===== src/gmf_pkg.sv =====
package gmf_pkg;
  // ==================================================
  // Clock and times
  localparam int unsigned CLK_HZ = 20_000_000;
  localparam int unsigned OT_TIME_S = 2;
  localparam int unsigned TAPER_WINDOW_S = 40;
  localparam int unsigned OT_CYCLES = OT_TIME_S * CLK_HZ;
  localparam int unsigned TAPER_CYCLES = TAPER_WINDOW_S * CLK_HZ;
  // ==================================================
  // Register offsets (word index on addr)
  localparam logic [3:0] OFS_CTRL = 4'h0;
  localparam logic [3:0] OFS_CMD = 4'h1;
  localparam logic [3:0] OFS_TEMP = 4'h2;
  localparam logic [3:0] OFS_STATUS = 4'h3;
  localparam logic [3:0] OFS_MODE = 4'h4;
  // Control bits
  localparam int CTL_HOST_TEMPERATURE_WRITE_ENABLE_EN = 0;
  localparam int CTL_PIN_DET_EN = 1;
  localparam int CTL_SLEEP_EN = 2;
  localparam int CTL_HIB_REQ = 3;
  localparam int CTL_RM_FULL_EN = 4;
  localparam logic [15:0] CTRL_RESET = 16'h0014;
  // Status bits
  localparam int ST_OTC = 0;
  localparam int ST_OTD = 1;
  localparam int ST_CHARGE_INHIBIT_FLAG = 2;
  localparam int ST_CHG = 3;
  localparam int ST_DEFAULTS = 4;
  localparam int ST_CFGUPD = 5;
  localparam int ST_CAP_LEARNED = 6;
  localparam int ST_RES_LEARNED = 7;
  localparam int ST_OCV_TAKEN = 8;
  localparam int ST_BATTERY_DETECTED_BIT = 9;
  // Subcommand codes
  localparam logic [15:0] CMD_INSERT = 16'h0001;
  localparam logic [15:0] CMD_REMOVE = 16'h0002;
  localparam logic [15:0] CMD_CFGUPD = 16'h0003;
  localparam logic [15:0] CMD_SOFT_RESET = 16'h0004;
  localparam logic [15:0] CMD_RESET = 16'h0005;
  // Temperatures in 0.1 degC, currents in mA, voltage in mV
  localparam logic signed [15:0] TEMP_DEFAULT = 16'sh00fa;
  localparam logic signed [15:0] OT_CHG_SET = 16'sh0226;
  localparam logic signed [15:0] OT_CHG_REC = 16'sh01f4;
  localparam logic signed [15:0] OT_DSG_SET = 16'sh0258;
  localparam logic signed [15:0] OT_DSG_REC = 16'sh0226;
  localparam logic signed [15:0] INH_LOW = 16'sh0000;
  localparam logic signed [15:0] INH_HIGH = 16'sh01c2;
  localparam logic signed [15:0] CHG_TEMP_LOW = 16'sh0032;
  localparam logic signed [15:0] CHG_TEMP_HIGH = 16'sh0190;
  localparam logic signed [15:0] TAPER_MA = 16'sh0064;
  localparam logic signed [15:0] CHG_VOLT_MV = 16'sh1068;
  localparam logic signed [15:0] TAPER_MARGIN_MV = 16'sh0064;
  localparam logic [15:0] TAPER_CAP_MIN = 16'h0019;
  localparam logic signed [15:0] SLEEP_MA = 16'sh000a;
  // ==================================================
  // Operating modes
  typedef enum logic [2:0] {
    GMF_POR = 3'b000,
    GMF_INIT = 3'b001,
    GMF_NORMAL = 3'b010,
    GMF_CFGUPD = 3'b011,
    GMF_CAL = 3'b100,
    GMF_SLEEP = 3'b101,
    GMF_HIB = 3'b110
  } gmf_mode_e;
endpackage

===== src/gmf_addr_watch.sv =====
`timescale 1ns/1ps
module gmf_addr_watch #(
  parameter logic [6:0] DEV_ADDR = 7'h55
) (
  input wire logic clk, // Clock
  input wire logic rst_b, // Async reset
  input wire logic sclPin, // Serial clock pin
  input wire logic sdaPin, // Serial data pin
  output logic hit // Pulse: our address seen
);
  logic [1:0] sclS_q, sdaS_q;
  logic sclOld_q, sdaOld_q, armed_q;
  logic [3:0] bits_q;
  logic [7:0] shift_q;

  // ==================================================
  // Two-stage synchronisers; stage 1 feeds only stage 2
  always_ff @(posedge clk or negedge rst_b) begin
    if (!rst_b) begin
      sclS_q <= 2'h3;
      sdaS_q <= 2'h3;
      sclOld_q <= 1'b1;
      sdaOld_q <= 1'b1;
    end else begin
      sclS_q <= {sclS_q[0], sclPin};
      sdaS_q <= {sdaS_q[0], sdaPin};
      sclOld_q <= sclS_q[1];
      sdaOld_q <= sdaS_q[1];
    end
  end

  // ==================================================
  // Address byte capture after each start
  always_ff @(posedge clk or negedge rst_b) begin
    if (!rst_b) begin
      armed_q <= 1'b0;
      bits_q <= 4'h0;
      shift_q <= 8'h0;
      hit <= 1'b0;
    end else begin
      hit <= 1'b0;
      if (sclS_q[1] && sdaOld_q && !sdaS_q[1]) begin
        armed_q <= 1'b1;
        bits_q <= 4'h0;
      end else if (armed_q && sclS_q[1] && !sclOld_q) begin
        shift_q <= {shift_q[6:0], sdaS_q[1]};
        bits_q <= bits_q + 4'h1;
        if (bits_q == 4'h7) begin
          armed_q <= 1'b0;
          // Other targets' traffic never wakes us
          hit <= (shift_q[6:0] == DEV_ADDR);
        end
      end
    end
  end
endmodule


===== src/gmf_hold_timer.sv =====
`timescale 1ns/1ps
module gmf_hold_timer #(
  parameter int unsigned CYCLES = 40_000_000
) (
  input wire logic clk, // Clock
  input wire logic rst_b, // Async reset
  input wire logic cond, // Condition to qualify
  output logic held // Condition stood long enough
);
  logic [31:0] cnt_q;

  // ==================================================
  // Persistence counter, restarts whenever the condition breaks
  always_ff @(posedge clk or negedge rst_b) begin
    if (!rst_b) begin
      cnt_q <= 32'h0;
    end else if (!cond) begin
      cnt_q <= 32'h0;
    end else if (cnt_q < CYCLES) begin
      cnt_q <= cnt_q + 32'h1;
    end
  end

  assign held = cond && (cnt_q >= CYCLES);
endmodule


===== src/gmf_mode_ctrl.sv =====
`timescale 1ns/1ps
// Notes on behaviour
// - Gauge runs only after insertion and initialization
// - Temperature from host writes or sensor
// - Charge over-temperature flag with persistence, recovery
// - Discharge over-temperature flag with persistence, recovery
// - Two taper windows end charge, clear charging
// - Charge inhibit outside limits, cleared inside range
// - Power-on loads defaults, enters halted initialization
// - Power-on or reset command sets defaults flag
// - Insertion starts rest voltage, clears learned bits
// - Halted initialization wakes briefly for host commands
// - Config update command from initialization or normal suspends gauging, sets flag
// - Soft reset leaves update, clears both flags
// - Normal mode measures, updates data, picks modes
// - Sleep needs enable, low current, calibration first
// - Sleep stops oscillator, exits when condition breaks
// - Hibernate on request with rest voltage or undervoltage
// - Only our own bus address wakes hibernate
module gmf_mode_ctrl #(
  parameter int unsigned OT_CYC = gmf_pkg::OT_CYCLES,
  parameter int unsigned TAPER_CYC = gmf_pkg::TAPER_CYCLES,
  parameter int DESIGN_CAP_MAH = 1000,
  parameter logic signed [15:0] HIB_CURRENT_MA = 16'sh0008,
  parameter logic signed [15:0] HIB_VOLTAGE_MV = 16'sh09c4,
  parameter logic [6:0] DEV_ADDR = 7'h55
) (
  input wire logic clk, // 20 MHz clock
  input wire logic rst_b, // Async reset, active low
  input wire logic [3:0] addr, // Register index
  input wire logic [15:0] wdata, // Write data
  input wire logic wr, // Write strobe
  input wire logic rd, // Read strobe
  output logic [15:0] rdata, // Read data, cycle after rd
  input wire logic battery_present_pin, // Presence pin, low = inserted
  input wire logic sclPin, // Serial clock pin
  input wire logic sdaPin, // Serial data pin
  input wire logic measValid, // Pulse: new measurement set
  input wire logic signed [15:0] sensorTemp, // On-chip temperature, 0.1 degC
  input wire logic signed [15:0] mean_current_reading, // mA, charge positive
  input wire logic signed [15:0] cellVoltage, // mV
  input wire logic [15:0] capStep, // Capacity change per sample, 0.01 mAh
  input wire logic ocvDone, // Pulse: rest voltage measured
  input wire logic calDone, // Pulse: offset calibration done
  input wire logic capLearnPulse, // Pulse: capacity learned
  input wire logic resLearnPulse, // Pulse: resistance learned
  output gmf_pkg::gmf_mode_e mode, // Operating mode
  output logic gaugeRun, // Gauging active
  output logic hfOscOn, // High-frequency oscillator on
  output logic ocvStart, // Pulse: start rest voltage
  output logic calStart, // Pulse: start offset calibration
  output logic dataUpdate, // Pulse: publish data set
  output logic cpuHalted, // Halted awaiting battery
  output logic defaultsLoad, // Pulse: copy defaults to RAM
  output logic remaining_from_full_on_termination, // Pulse on termination
  output logic signed [15:0] effTemp, // Temperature used by gauging
  output logic [15:0] status // Status flags
);
  import gmf_pkg::*;
  localparam logic signed [15:0] CHG_THR = 16'((DESIGN_CAP_MAH * 10) / 133);
  localparam logic signed [15:0] DSG_THR = 16'((DESIGN_CAP_MAH * 10) / 167);

  logic [15:0] ctrl_q, hostTemp_q;
  logic [1:0] pinS_q;
  logic cmdPresent_q, present_q;
  logic otc_q, otd_q, inh_q, chg_q, defaults_reloaded_flag_q, cfg_q, capL_q, resL_q, rest_voltage_captured_flag_q;
  logic initBusy_q, termLock_q, wake_q;
  gmf_mode_e mode_q, mode_d;
  logic [31:0] winCnt_q;
  logic [15:0] capAcc_q;
  logic winGood_q;
  logic passOne_q;
  logic otcHeld, otdHeld, busHit;
  logic isCmd, cmdInsert, cmdRemove, cmdCfg, cmdSoft, cmdReset;
  logic present, insertEv, removeEv, halted, sleepOk, hibOk, winEnd, winPass;

  function automatic logic signed [15:0] absval(input logic signed [15:0] v);
    absval = v[15] ? -v : v;
  endfunction

  // ==================================================
  // Helpers
  gmf_hold_timer #(.CYCLES(OT_CYC)) u_otcHold (
    .clk(clk),
    .rst_b(rst_b),
    .cond(chg_q && effTemp >= OT_CHG_SET),
    .held(otcHeld)
  );

  gmf_hold_timer #(.CYCLES(OT_CYC)) u_otdHold (
    .clk(clk),
    .rst_b(rst_b),
    .cond(!chg_q && effTemp >= OT_DSG_SET),
    .held(otdHeld)
  );

  gmf_addr_watch #(.DEV_ADDR(DEV_ADDR)) u_watch (
    .clk(clk),
    .rst_b(rst_b),
    .sclPin(sclPin),
    .sdaPin(sdaPin),
    .hit(busHit)
  );

  // ==================================================
  // Command decode
  assign isCmd = wr && (addr == OFS_CMD);
  assign cmdInsert = isCmd && (wdata == CMD_INSERT);
  assign cmdRemove = isCmd && (wdata == CMD_REMOVE);
  assign cmdCfg = isCmd && (wdata == CMD_CFGUPD);
  assign cmdSoft = isCmd && (wdata == CMD_SOFT_RESET);
  assign cmdReset = isCmd && (wdata == CMD_RESET);

  // ==================================================
  // Register file
  always_ff @(posedge clk or negedge rst_b) begin
    if (!rst_b) begin
      ctrl_q <= CTRL_RESET;
      hostTemp_q <= TEMP_DEFAULT;
    end else if (cmdReset || mode_q == GMF_POR) begin
      ctrl_q <= CTRL_RESET;
      hostTemp_q <= TEMP_DEFAULT;
    end else if (wr && addr == OFS_CTRL) begin
      ctrl_q <= {11'h0, wdata[4:0]};
    end else if (wr && addr == OFS_TEMP) begin
      hostTemp_q <= wdata;
    end
  end

  // Read data stands only in the cycle after the strobe
  always_ff @(posedge clk or negedge rst_b) begin
    if (!rst_b) begin
      rdata <= 16'h0;
    end else if (!rd) begin
      rdata <= 16'h0;
    end else begin
      case (addr)
        OFS_CTRL: rdata <= ctrl_q;
        OFS_TEMP: rdata <= effTemp;
        OFS_STATUS: rdata <= status;
        OFS_MODE: rdata <= {13'h0, mode_q};
        default: rdata <= 16'h0;
      endcase
    end
  end

  // ==================================================
  // Battery detection
  always_ff @(posedge clk or negedge rst_b) begin
    if (!rst_b) begin
      pinS_q <= 2'h3;
      cmdPresent_q <= 1'b0;
      present_q <= 1'b0;
    end else begin
      pinS_q <= {pinS_q[0], battery_present_pin};
      present_q <= present;
      if (cmdInsert) begin
        cmdPresent_q <= 1'b1;
      end else if (cmdRemove || cmdReset) begin
        cmdPresent_q <= 1'b0;
      end
    end
  end

  // Pin low means a pack pulls it down against the pull-up
  assign present = ctrl_q[CTL_PIN_DET_EN] ? !pinS_q[1] : cmdPresent_q;
  assign insertEv = present && !present_q;
  assign removeEv = !present && present_q;
  assign halted = (mode_q == GMF_INIT) && !present;

  // ==================================================
  // Temperature source
  always_ff @(posedge clk or negedge rst_b) begin
    if (!rst_b) begin
      effTemp <= TEMP_DEFAULT;
    end else begin
      effTemp <= ctrl_q[CTL_HOST_TEMPERATURE_WRITE_ENABLE_EN] ? hostTemp_q : sensorTemp;
    end
  end

  // ==================================================
  // Temperature flags; set wins over recovery in the same cycle
  always_ff @(posedge clk or negedge rst_b) begin
    if (!rst_b) begin
      otc_q <= 1'b0;
      otd_q <= 1'b0;
      inh_q <= 1'b0;
    end else begin
      if (otcHeld && mean_current_reading > CHG_THR) begin
        otc_q <= 1'b1;
      end else if (effTemp <= OT_CHG_REC) begin
        otc_q <= 1'b0;
      end
      if (otdHeld && mean_current_reading <= -DSG_THR) begin
        otd_q <= 1'b1;
      end else if (effTemp <= OT_DSG_REC) begin
        otd_q <= 1'b0;
      end
      if (effTemp < INH_LOW || effTemp > INH_HIGH) begin
        inh_q <= 1'b1;
      end else if (effTemp >= CHG_TEMP_LOW && effTemp <= CHG_TEMP_HIGH) begin
        inh_q <= 1'b0;
      end
    end
  end

  // ==================================================
  // Charge termination over taper windows
  assign winEnd = (winCnt_q == TAPER_CYC - 1);
  assign winPass = winGood_q && (capAcc_q > TAPER_CAP_MIN);

  always_ff @(posedge clk or negedge rst_b) begin
    if (!rst_b) begin
      winCnt_q <= 32'h0;
      capAcc_q <= 16'h0;
      winGood_q <= 1'b1;
      passOne_q <= 1'b0;
    end else if (!chg_q || winEnd) begin
      winCnt_q <= 32'h0;
      capAcc_q <= 16'h0;
      winGood_q <= 1'b1;
      passOne_q <= chg_q && winPass && !passOne_q;
    end else begin
      winCnt_q <= winCnt_q + 32'h1;
      if (measValid) begin
        capAcc_q <= (capAcc_q > 16'hffff - capStep) ? 16'hffff : capAcc_q + capStep;
        if (mean_current_reading >= TAPER_MA
            || cellVoltage <= CHG_VOLT_MV - TAPER_MARGIN_MV) begin
          winGood_q <= 1'b0;
        end
      end
    end
  end

  // Charging flag; the lock keeps it down until current stops flowing in
  always_ff @(posedge clk or negedge rst_b) begin
    if (!rst_b) begin
      chg_q <= 1'b0;
      termLock_q <= 1'b0;
      remaining_from_full_on_termination <= 1'b0;
    end else begin
      remaining_from_full_on_termination <= 1'b0;
      if (chg_q && winEnd && winPass && passOne_q) begin
        chg_q <= 1'b0;
        termLock_q <= 1'b1;
        remaining_from_full_on_termination <= ctrl_q[CTL_RM_FULL_EN];
      end else if (mean_current_reading <= 16'sh0000) begin
        chg_q <= 1'b0;
        termLock_q <= 1'b0;
      end else if (mean_current_reading > CHG_THR && !termLock_q) begin
        chg_q <= 1'b1;
      end
    end
  end

  // ==================================================
  // Mode sequencing
  assign sleepOk = ctrl_q[CTL_SLEEP_EN] && (mean_current_reading < SLEEP_MA);
  assign hibOk = ctrl_q[CTL_HIB_REQ] && ((rest_voltage_captured_flag_q
    && absval(mean_current_reading) < HIB_CURRENT_MA)
    || cellVoltage < HIB_VOLTAGE_MV);

  always_comb begin
    mode_d = mode_q;
    case (mode_q)
      GMF_POR: mode_d = GMF_INIT;
      GMF_INIT: begin
        if (cmdCfg) begin
          mode_d = GMF_CFGUPD;
        end else if (present && !initBusy_q && !insertEv && rest_voltage_captured_flag_q) begin
          mode_d = GMF_NORMAL;
        end
      end
      GMF_NORMAL: begin
        if (cmdCfg) begin
          mode_d = GMF_CFGUPD;
        end else if (!present) begin
          mode_d = GMF_INIT;
        end else if (hibOk) begin
          mode_d = GMF_HIB;
        end else if (sleepOk) begin
          mode_d = GMF_CAL;
        end
      end
      GMF_CAL: mode_d = !sleepOk ? GMF_NORMAL : (calDone ? GMF_SLEEP : GMF_CAL);
      GMF_SLEEP: begin
        if (!sleepOk || !present || cmdCfg || hibOk) begin
          mode_d = GMF_NORMAL;
        end
      end
      GMF_CFGUPD: mode_d = cmdSoft ? GMF_INIT : GMF_CFGUPD;
      GMF_HIB: mode_d = busHit ? GMF_INIT : GMF_HIB;
      default: mode_d = GMF_POR;
    endcase
    if (cmdReset) begin
      mode_d = GMF_POR;
    end
  end

  always_ff @(posedge clk or negedge rst_b) begin
    if (!rst_b) begin
      mode_q <= GMF_POR;
    end else begin
      mode_q <= mode_d;
    end
  end

  // ==================================================
  // Initialization activity and status bits
  always_ff @(posedge clk or negedge rst_b) begin
    if (!rst_b) begin
      defaults_reloaded_flag_q <= 1'b1;
      cfg_q <= 1'b0;
      capL_q <= 1'b0;
      resL_q <= 1'b0;
      rest_voltage_captured_flag_q <= 1'b0;
      initBusy_q <= 1'b0;
      ocvStart <= 1'b0;
    end else begin
      ocvStart <= 1'b0;
      if (mode_q == GMF_POR) begin
        defaults_reloaded_flag_q <= 1'b1;
      end else if (cmdSoft && mode_q == GMF_CFGUPD) begin
        defaults_reloaded_flag_q <= 1'b0;
      end
      if (mode_d == GMF_CFGUPD && mode_q != GMF_CFGUPD) begin
        cfg_q <= 1'b1;
      end else if (cmdSoft || mode_q == GMF_POR) begin
        cfg_q <= 1'b0;
      end
      // Learning is restarted on every new pack; the learn pulse wins
      if (capLearnPulse) begin
        capL_q <= 1'b1;
      end else if (insertEv) begin
        capL_q <= 1'b0;
      end
      if (resLearnPulse) begin
        resL_q <= 1'b1;
      end else if (insertEv) begin
        resL_q <= 1'b0;
      end
      if (ocvDone) begin
        rest_voltage_captured_flag_q <= 1'b1;
        initBusy_q <= 1'b0;
      end else if (mode_q != GMF_HIB && mode_d == GMF_HIB) begin
        rest_voltage_captured_flag_q <= 1'b0;
      end else if (insertEv || (mode_q == GMF_HIB && busHit)) begin
        rest_voltage_captured_flag_q <= 1'b0;
        initBusy_q <= 1'b1;
        ocvStart <= 1'b1;
      end else if (removeEv) begin
        initBusy_q <= 1'b0;
      end
    end
  end

  // ==================================================
  // Mode outputs
  always_ff @(posedge clk or negedge rst_b) begin
    if (!rst_b) begin
      mode <= GMF_POR;
      gaugeRun <= 1'b0;
      hfOscOn <= 1'b1;
      calStart <= 1'b0;
      dataUpdate <= 1'b0;
      cpuHalted <= 1'b0;
      defaultsLoad <= 1'b1;
      wake_q <= 1'b0;
      status <= 16'h0;
    end else begin
      mode <= mode_d;
      gaugeRun <= mode_d == GMF_NORMAL || mode_d == GMF_CAL
                  || mode_d == GMF_SLEEP;
      hfOscOn <= mode_d != GMF_SLEEP && mode_d != GMF_HIB;
      calStart <= mode_q == GMF_NORMAL && mode_d == GMF_CAL;
      // Sleep still measures periodically, at the measurement pace
      dataUpdate <= measValid && (mode_q == GMF_NORMAL || mode_q == GMF_SLEEP);
      defaultsLoad <= mode_d == GMF_POR;
      // Two awake cycles for each one-cycle host access while halted
      wake_q <= halted && (wr || rd);
      cpuHalted <= (mode_d == GMF_INIT) && !present && !(wr || rd) && !wake_q;
      status <= {6'h0, present, rest_voltage_captured_flag_q, resL_q, capL_q, cfg_q, defaults_reloaded_flag_q,
                 chg_q, inh_q, otd_q, otc_q};
    end
  end
endmodule


===== config.mk =====
export PLATFORM = sky130hd
export DESIGN_NAME = gmf_mode_ctrl
export DESIGN_NICKNAME = d
export VERILOG_FILES = /design/src/gmf_pkg.sv /design/src/gmf_addr_watch.sv /design/src/gmf_hold_timer.sv /design/src/gmf_mode_ctrl.sv
export SDC_FILE = /design/constraint.sdc
export NUM_CORES = 1
export LEC_CHECK = 0
export ABC_AREA = 1
export BUFFER_PORTS_ARGS = -buffer_cell sky130_fd_sc_hd__buf_4
export CORE_UTILIZATION = 55
export CTS_CLUSTER_SIZE = 25
export DETAILED_ROUTE_END_ITERATION = 7
export HOLD_SLACK_MARGIN = 0.06
export PLACE_DENSITY = 0.76
export SETUP_SLACK_MARGIN = 0.15
export SYNTH_ARGS = -nofsm -noshare
export SYNTH_HDL_FRONTEND = slang
export SYNTH_SLANG_ARGS = --single-unit

===== constraint.sdc =====
create_clock -name clk -period 4.5 [get_ports clk]
set_clock_uncertainty 0.15 [all_clocks]
set_input_delay 0.675 -clock clk [delete_from_list [all_inputs] [get_ports clk]]
set_output_delay 0.675 -clock clk [all_outputs]
set_load 0.02 [all_outputs]

; ---- Word-level counts from Yosys, hierarchy flattened
; Index checks and enable logic that the tools add are counted.
[classes]
n_addsub = 7
n_lt_le_gt_ge = 22
n_eq_ne = 32
n_mux = 73
bitwise_logic = 1
reduce_logical = 100
[op_table]
columns = cell, n
row1 = 16-bit two-way mux, 11
row2 = 32-bit two-way mux, 5
row3 = "32-bit by 1-bit adder with 32-bit output, second input constant", 3
row4 = "32-bit by 26-bit greater-or-equal comparator with 1-bit output, second input constant", 2
row5 = "32-bit by 26-bit less-than comparator with 1-bit output, second input constant", 2
row6 = 16-bit one-hot mux with 4 select lines, 1
row7 = 1-bit logical AND, 46
row8 = 1-bit two-way mux, 42
row9 = "16-bit by 2-bit equality test with 1-bit output, second input constant", 2
row10 = "16-bit by 3-bit equality test with 1-bit output, second input constant", 2
row11 = "32-bit by 30-bit equality test with 1-bit output, second input constant", 1
row12 = "16-bit by 11-bit greater-or-equal comparator with 1-bit output, second input constant", 2
row13 = "16-bit by 10-bit less-or-equal comparator with 1-bit output, second input constant", 2
row14 = "16-bit by 5-bit less-than comparator with 1-bit output, second input constant", 2
row15 = 3-bit two-way mux, 10
row16 = 2-bit nonzero test, 15
row17 = 3-bit one-hot mux with 7 select lines, 1
row18 = "3-bit equality test, second input constant", 6
row19 = 16-bit adder, 1
row20 = "16-bit by 1-bit equality test with 1-bit output, second input constant", 1
row21 = "16-bit by 7-bit greater-or-equal comparator with 1-bit output, second input constant", 1
row22 = "16-bit by 8-bit greater-or-equal comparator with 1-bit output, second input constant", 1
row23 = "16-bit by 10-bit > comparator with 1-bit output, second input constant", 1
row24 = 16-bit > comparator, 1
row25 = 29 further kinds, 74
[totals]
ff_bits = 234
output_inout_bits = 59
word_cells = 278

; ---- Depth between registers and ports, before layout
[depth]
depth_word = 15
mapped_depth = 22
depth_no_buf = 22

; ---- By module
; From an unflattened synthesis, not the netlist that was laid out.
[unflattened]
hier_cells = 1785
hier_area_um2 = 13150.1
[by_module_without_submodules]
columns = module, instances, cells_per_inst, area_per_inst_um2
row1 = gmf_mode_ctrl, 1, 1032, 7907.6
row2 = gmf_hold_timer, 2, 337, 2238.4
row3 = gmf_addr_watch, 1, 79, 765.7

; ---- Least setup slack after synthesis
; Ideal clock, no wire load.
[synth_path]
kind = input -> register
from = in capStep[4]
to = reg capAcc_q[13]
setup_time_ns = 0.117
arrival_time_ns = 2.312
setup_slack_ns = 1.921
stages = 13
cell_sequence = ha_1 > inv_1 > nor3_1 > nand2_1 > o211ai_1 > a21oi_1 > o21bai_1 > a31oi_1 > o21ai_0 > xor2_1 > nand2_1 > nand2_1 > nand2_1
[synth_between]
elab_chain_cells = 5
[synth_rtl]
columns = item, line
row1 = "start, declared", gmf_mode_ctrl.sv:42  ; input wire logic [15:0] capStep,
row2 = 16-bit subtractor, gmf_mode_ctrl.sv:226  ; capAcc_q <= (capAcc_q > 16'hffff - capStep) ? 16'hffff : capAcc_q + capStep;
row3 = 16-bit > comparator, gmf_mode_ctrl.sv:226
row4 = 16-bit two-way mux *, gmf_mode_ctrl.sv:226
row5 = 16-bit two-way mux *, gmf_mode_ctrl.sv:225  ; if (measValid) begin
row6 = 16-bit two-way mux *, gmf_mode_ctrl.sv:218  ; end else if (!chg_q || winEnd) begin
row7 = "end signal, assigned", gmf_mode_ctrl.sv:226
row8 = "end, declared", gmf_mode_ctrl.sv:70  ; logic [15:0] capAcc_q;
; Every way passes the cells marked *; elsewhere a longest branch is shown, timed or not. The select of a mux whose other input is x is not followed.
; A chain may end at the register's enable or synchronous reset.

; ---- Worst setup path in the final report
[layout_path]
from = reg effTemp[10]
to = reg u_otdHold.cnt_q[22]
[layout_between]
elab_chain_cells = 3
[layout_rtl]
columns = item, line
row1 = "start, declared", gmf_mode_ctrl.sv:56  ; output logic signed [15:0] effTemp,
row2 = "start signal, assigned", gmf_mode_ctrl.sv:177  ; effTemp <= ctrl_q[CTL_HOST_TEMPERATURE_WRITE_ENABLE_EN] ? hostTemp_q : sensorTemp;
row3 = 16-bit by 11-bit greater-or-equal comparator with 1-bit output *, gmf_mode_ctrl.sv:93  ; .cond(!chg_q && effTemp >= OT_DSG_SET),
row4 = 1-bit logical AND *, gmf_mode_ctrl.sv:93
row5 = 2-bit inequality test (no line) or 32-bit two-way mux (tied branches), --
row6 = "end signal, assigned", gmf_hold_timer.sv:20  ; cnt_q <= cnt_q + 32'h1;
row7 = "end, declared", gmf_hold_timer.sv:10  ; logic [31:0] cnt_q;
; Every way passes the cells marked *; elsewhere a longest branch is shown, timed or not.

==> summary.txt <==
Run status
  • Status: finished with violations
  • Failing checks: design-rule violations

Clock network
  • Clock slew at reported path FFs: 60 ps
  • Post-cts sizing count: 0
  • Cts bufs inserted: 25
  • Root Driver: clkbuf_16
  • CTS tree: built
  • Max Root-Sink Buffers: 3
  • Post-CTS Setup Bufs: 0
  • Clock Latency Late Sink: 530 ps
  • H-tree depth: 1
  • CTS Hold Bufs: 0
  • CTS Sinks: 222

Drt
  • DRC: 1
  • Post-Route WL: 30,480 µm
  • Wirelength per Cell: 15.37 µm
  • Post-route ant nets: 0
  • Starting DRT DRC Count: 727
  • Pre-antenna DRT Iters: 8
  • Vias per inst: 5.560
  • DR vias: 11,025

Yosys
  • YS warnings: 0
  • Cell type with the highest aggregate area in the netlist: dfrtp_1
  • Sequential area share after synthesis: 0.4676
  • Yosys reg bits: 222
  • Number of synthesized flops with an enable pin: 0
  • Count leader, synth: nand2_1
  • Yosys top cell area share: 0.4105
  • Ranking of synthesized cells by area: dfrtp_1 41%, nand2_1 8.7%, inv_1 7.4%
  • Syn Std Cell Area: 11,950 µm²
  • Ys flop type: dfrtp_1
  • Post-synth ARST share: 1.000
  • Post-Syn Area per Cell: 7.794 µm²
  • List of most frequent post-synthesis cells: 276 x nand2_1, 237 x inv_1, 196 x dfrtp_1
  • Netlist cell types: 58
  • Gate Count Post-Synth: 1,533

Floorplan
  • Die X: 149.4 µm
  • Number of I/O pins: 155
  • Core Area: 21,150 µm²
  • Total Die Area: 22,320 µm²
  • Initial core utilization: 0.5649
  • Die H: 149.4 µm
  • Placement Rows: 53

STA
  • Final setup slack of the worst path: 1562 ps
  • RSZ-0062 raised after global routing: no
  • Period utilization: 0.6529
  • Peak Freq: 340.4 MHz
  • Tmin final: 2938 ps
  • Fin Setup TNS: 0 ps
  • Setup violators final: 0
  • Slew Viols, Final: 0
  • Slew @ Worst Pin: 958.8 ps
  • Slew headroom: 0.3601
  • Final hold viol count: 0
  • Min Hold Slack: 69.59 ps

Global routing
  • Initial antenna violation count: 0
  • First-pass GRT wire length: 50,680 µm
  • Vias in the first global route: 10,626
  • GR Overflow Total: 0
  • Largest net degree at the start of global routing: 108
  • Total GRT Usage: 0.2822

Final layout
  • Area growth syn-to-layout: 18.17%
  • Post-route cell area: 14,120 µm²
  • Nets: 1,809
  • Final core utilization: 0.6675
  • Share of cells above drive strength 1: 0.1569
  • Finished Layout Cells: 1,983
  • Ant diodes: 0
  • Fillers: 1,769

Placement
  • Dpl cells: 1,937
  • GP Congestion: 0.9528
  • Dpl hpwl: 22,630 µm
  • Placement-stage cell area: 13,330 µm²
  • Place WS: 1402 ps
  • Port bufs: 148

Setup path
  • CP Class: reg -> reg
  • R2r setup slk: 1560 ps
  • Largest fanout on the critical path: 17
  • CP Data Required Time: 4760 ps
  • CP Capture Type: flip-flop
  • Crit start category: flip-flop
  • WP data arrival: 3190 ps

Power and ir drop
  • Power Density: 348.7 nW/µm²
  • Combinational share of power: 0.154
  • Clock Power Share: 0.396
  • Leakage power: 6.713 nW
  • Switching Share: 0.2849
  • Sequential power share: 0.450
  • Pint: 3.521 mW
  • Max VDD drop: 0.2864 mV
  • Pwr Total: 4.924 mW
  • Sw Pwr: 1.403 mW

Job
  • Max Cap Viol: 0

Worst hold path
  • Worst hold path type: in -> async
## worst max-delay path, stage by stage (launching register included)
cell     delay, ps
dfrtp_1        380
inv_1           80
nand2_1        120
nor4_1         380
nand2_1         90
nand2_1         70
nand3_1        510
nor2_1         530
nor3_2         110
nand3_1        110
nor2_1          60
o21ai_0        140
a21oi_1         70
## cell usage in the layout, fill, tap and decap left out, types with 10 or more instances in the layout
master       n
o21ai_0    108
dfrtp_1    196
o22ai_1     11
ha_1        23
nand2_1    276
nand4_1     30
xor2_1      14
nor2_2      10
inv_1      237
buf_4      153
dfstp_2     26
nand3_1    105
a21oi_1     88
nor3_1      57
clkbuf_16   25
nor2_1     168
nor4_1      31
## worst paths after layout
check                                                   to                         from  cells past startpoint
min reg2reg                    u_watch.sclS_q[1]$_DFF_PN1_  u_watch.sclS_q[0]$_DFF_PN1_                      0
max                        u_otdHold.cnt_q[22]$_DFFE_PN0P_        effTemp[10]$_DFF_PN0_                     12
min in group clk               u_watch.sdaS_q[0]$_DFF_PN1_                       sdaPin                      1
max in group asynchronous  u_otdHold.cnt_q[19]$_DFFE_PN0P_                        rst_b                      2
max reg2reg                u_otdHold.cnt_q[22]$_DFFE_PN0P_        effTemp[10]$_DFF_PN0_                     12
min                               capAcc_q[14]$_DFFE_PN0P_                        rst_b                      1
## logic make-up (layout without fill, tap and decap cells)
group	after synthesis	count (layout)	share of synthesized area
AOI/OAI and AO/OA	276	276	0.1325
and+or+nand+nor	713	713	0.2696
buffers and inverters	278	448	0.09026
adders and majority gates	24	24	0.02576
DFF	222	222	0.4676
other	1	6	0.0003138
xor gates and xnor gates	19	19	0.01393
## state kept, by name (all words and copies together), names as in the netlist, 5 cells and up
signal / cells
u_otcHold.cnt_q: 32
capAcc_q: 16
effTemp: 16
hostTemp_q: 16
winCnt_q: 32
rdata: 16
status: 10
u_watch.shift_q: 7
ctrl_q: 5
u_otdHold.cnt_q: 32
## power by group through the flow
| stage | Sequential, mW | Clock, mW | Combinational [mW] |
|---|---|---|---|
| 2_1_floorplan | 2.25 | 0 | 0.439 |
| 4_1_cts | 2.22 | 1.99 | 0.755 |
| 3_5_place_dp | 2.25 | 0 | 0.748 |
| 5_1_grt | 2.23 | 2.08 | 0.860 |
| 3_3_place_gp | 2.25 | 0 | 0.733 |
| 6_report | 2.22 | 1.95 | 0.756 |
## metal layers
metal	up-vias	GRT usage	wire [µm]
met3	67	0.05199	2253
met4	0	0.09592	854
li1	5392	-	-
met5	-	0	0
met2	401	0.4574	14300
met1	5165	0.3800	13070
## area by class of cell
class,instances,area (µm²),area share
sequential,222,5588,0.3957
multi-input combinational,1038,5301,0.3755
timing repair buffer,154,1164,0.08241
inverter,248,930.9,0.06593
clock buffer,35,683.2,0.04838
tap,275,344.1,0.02437
clock inverter,11,108.9,0.007709
No activity file was read; power rests on OpenSTA's default activity.
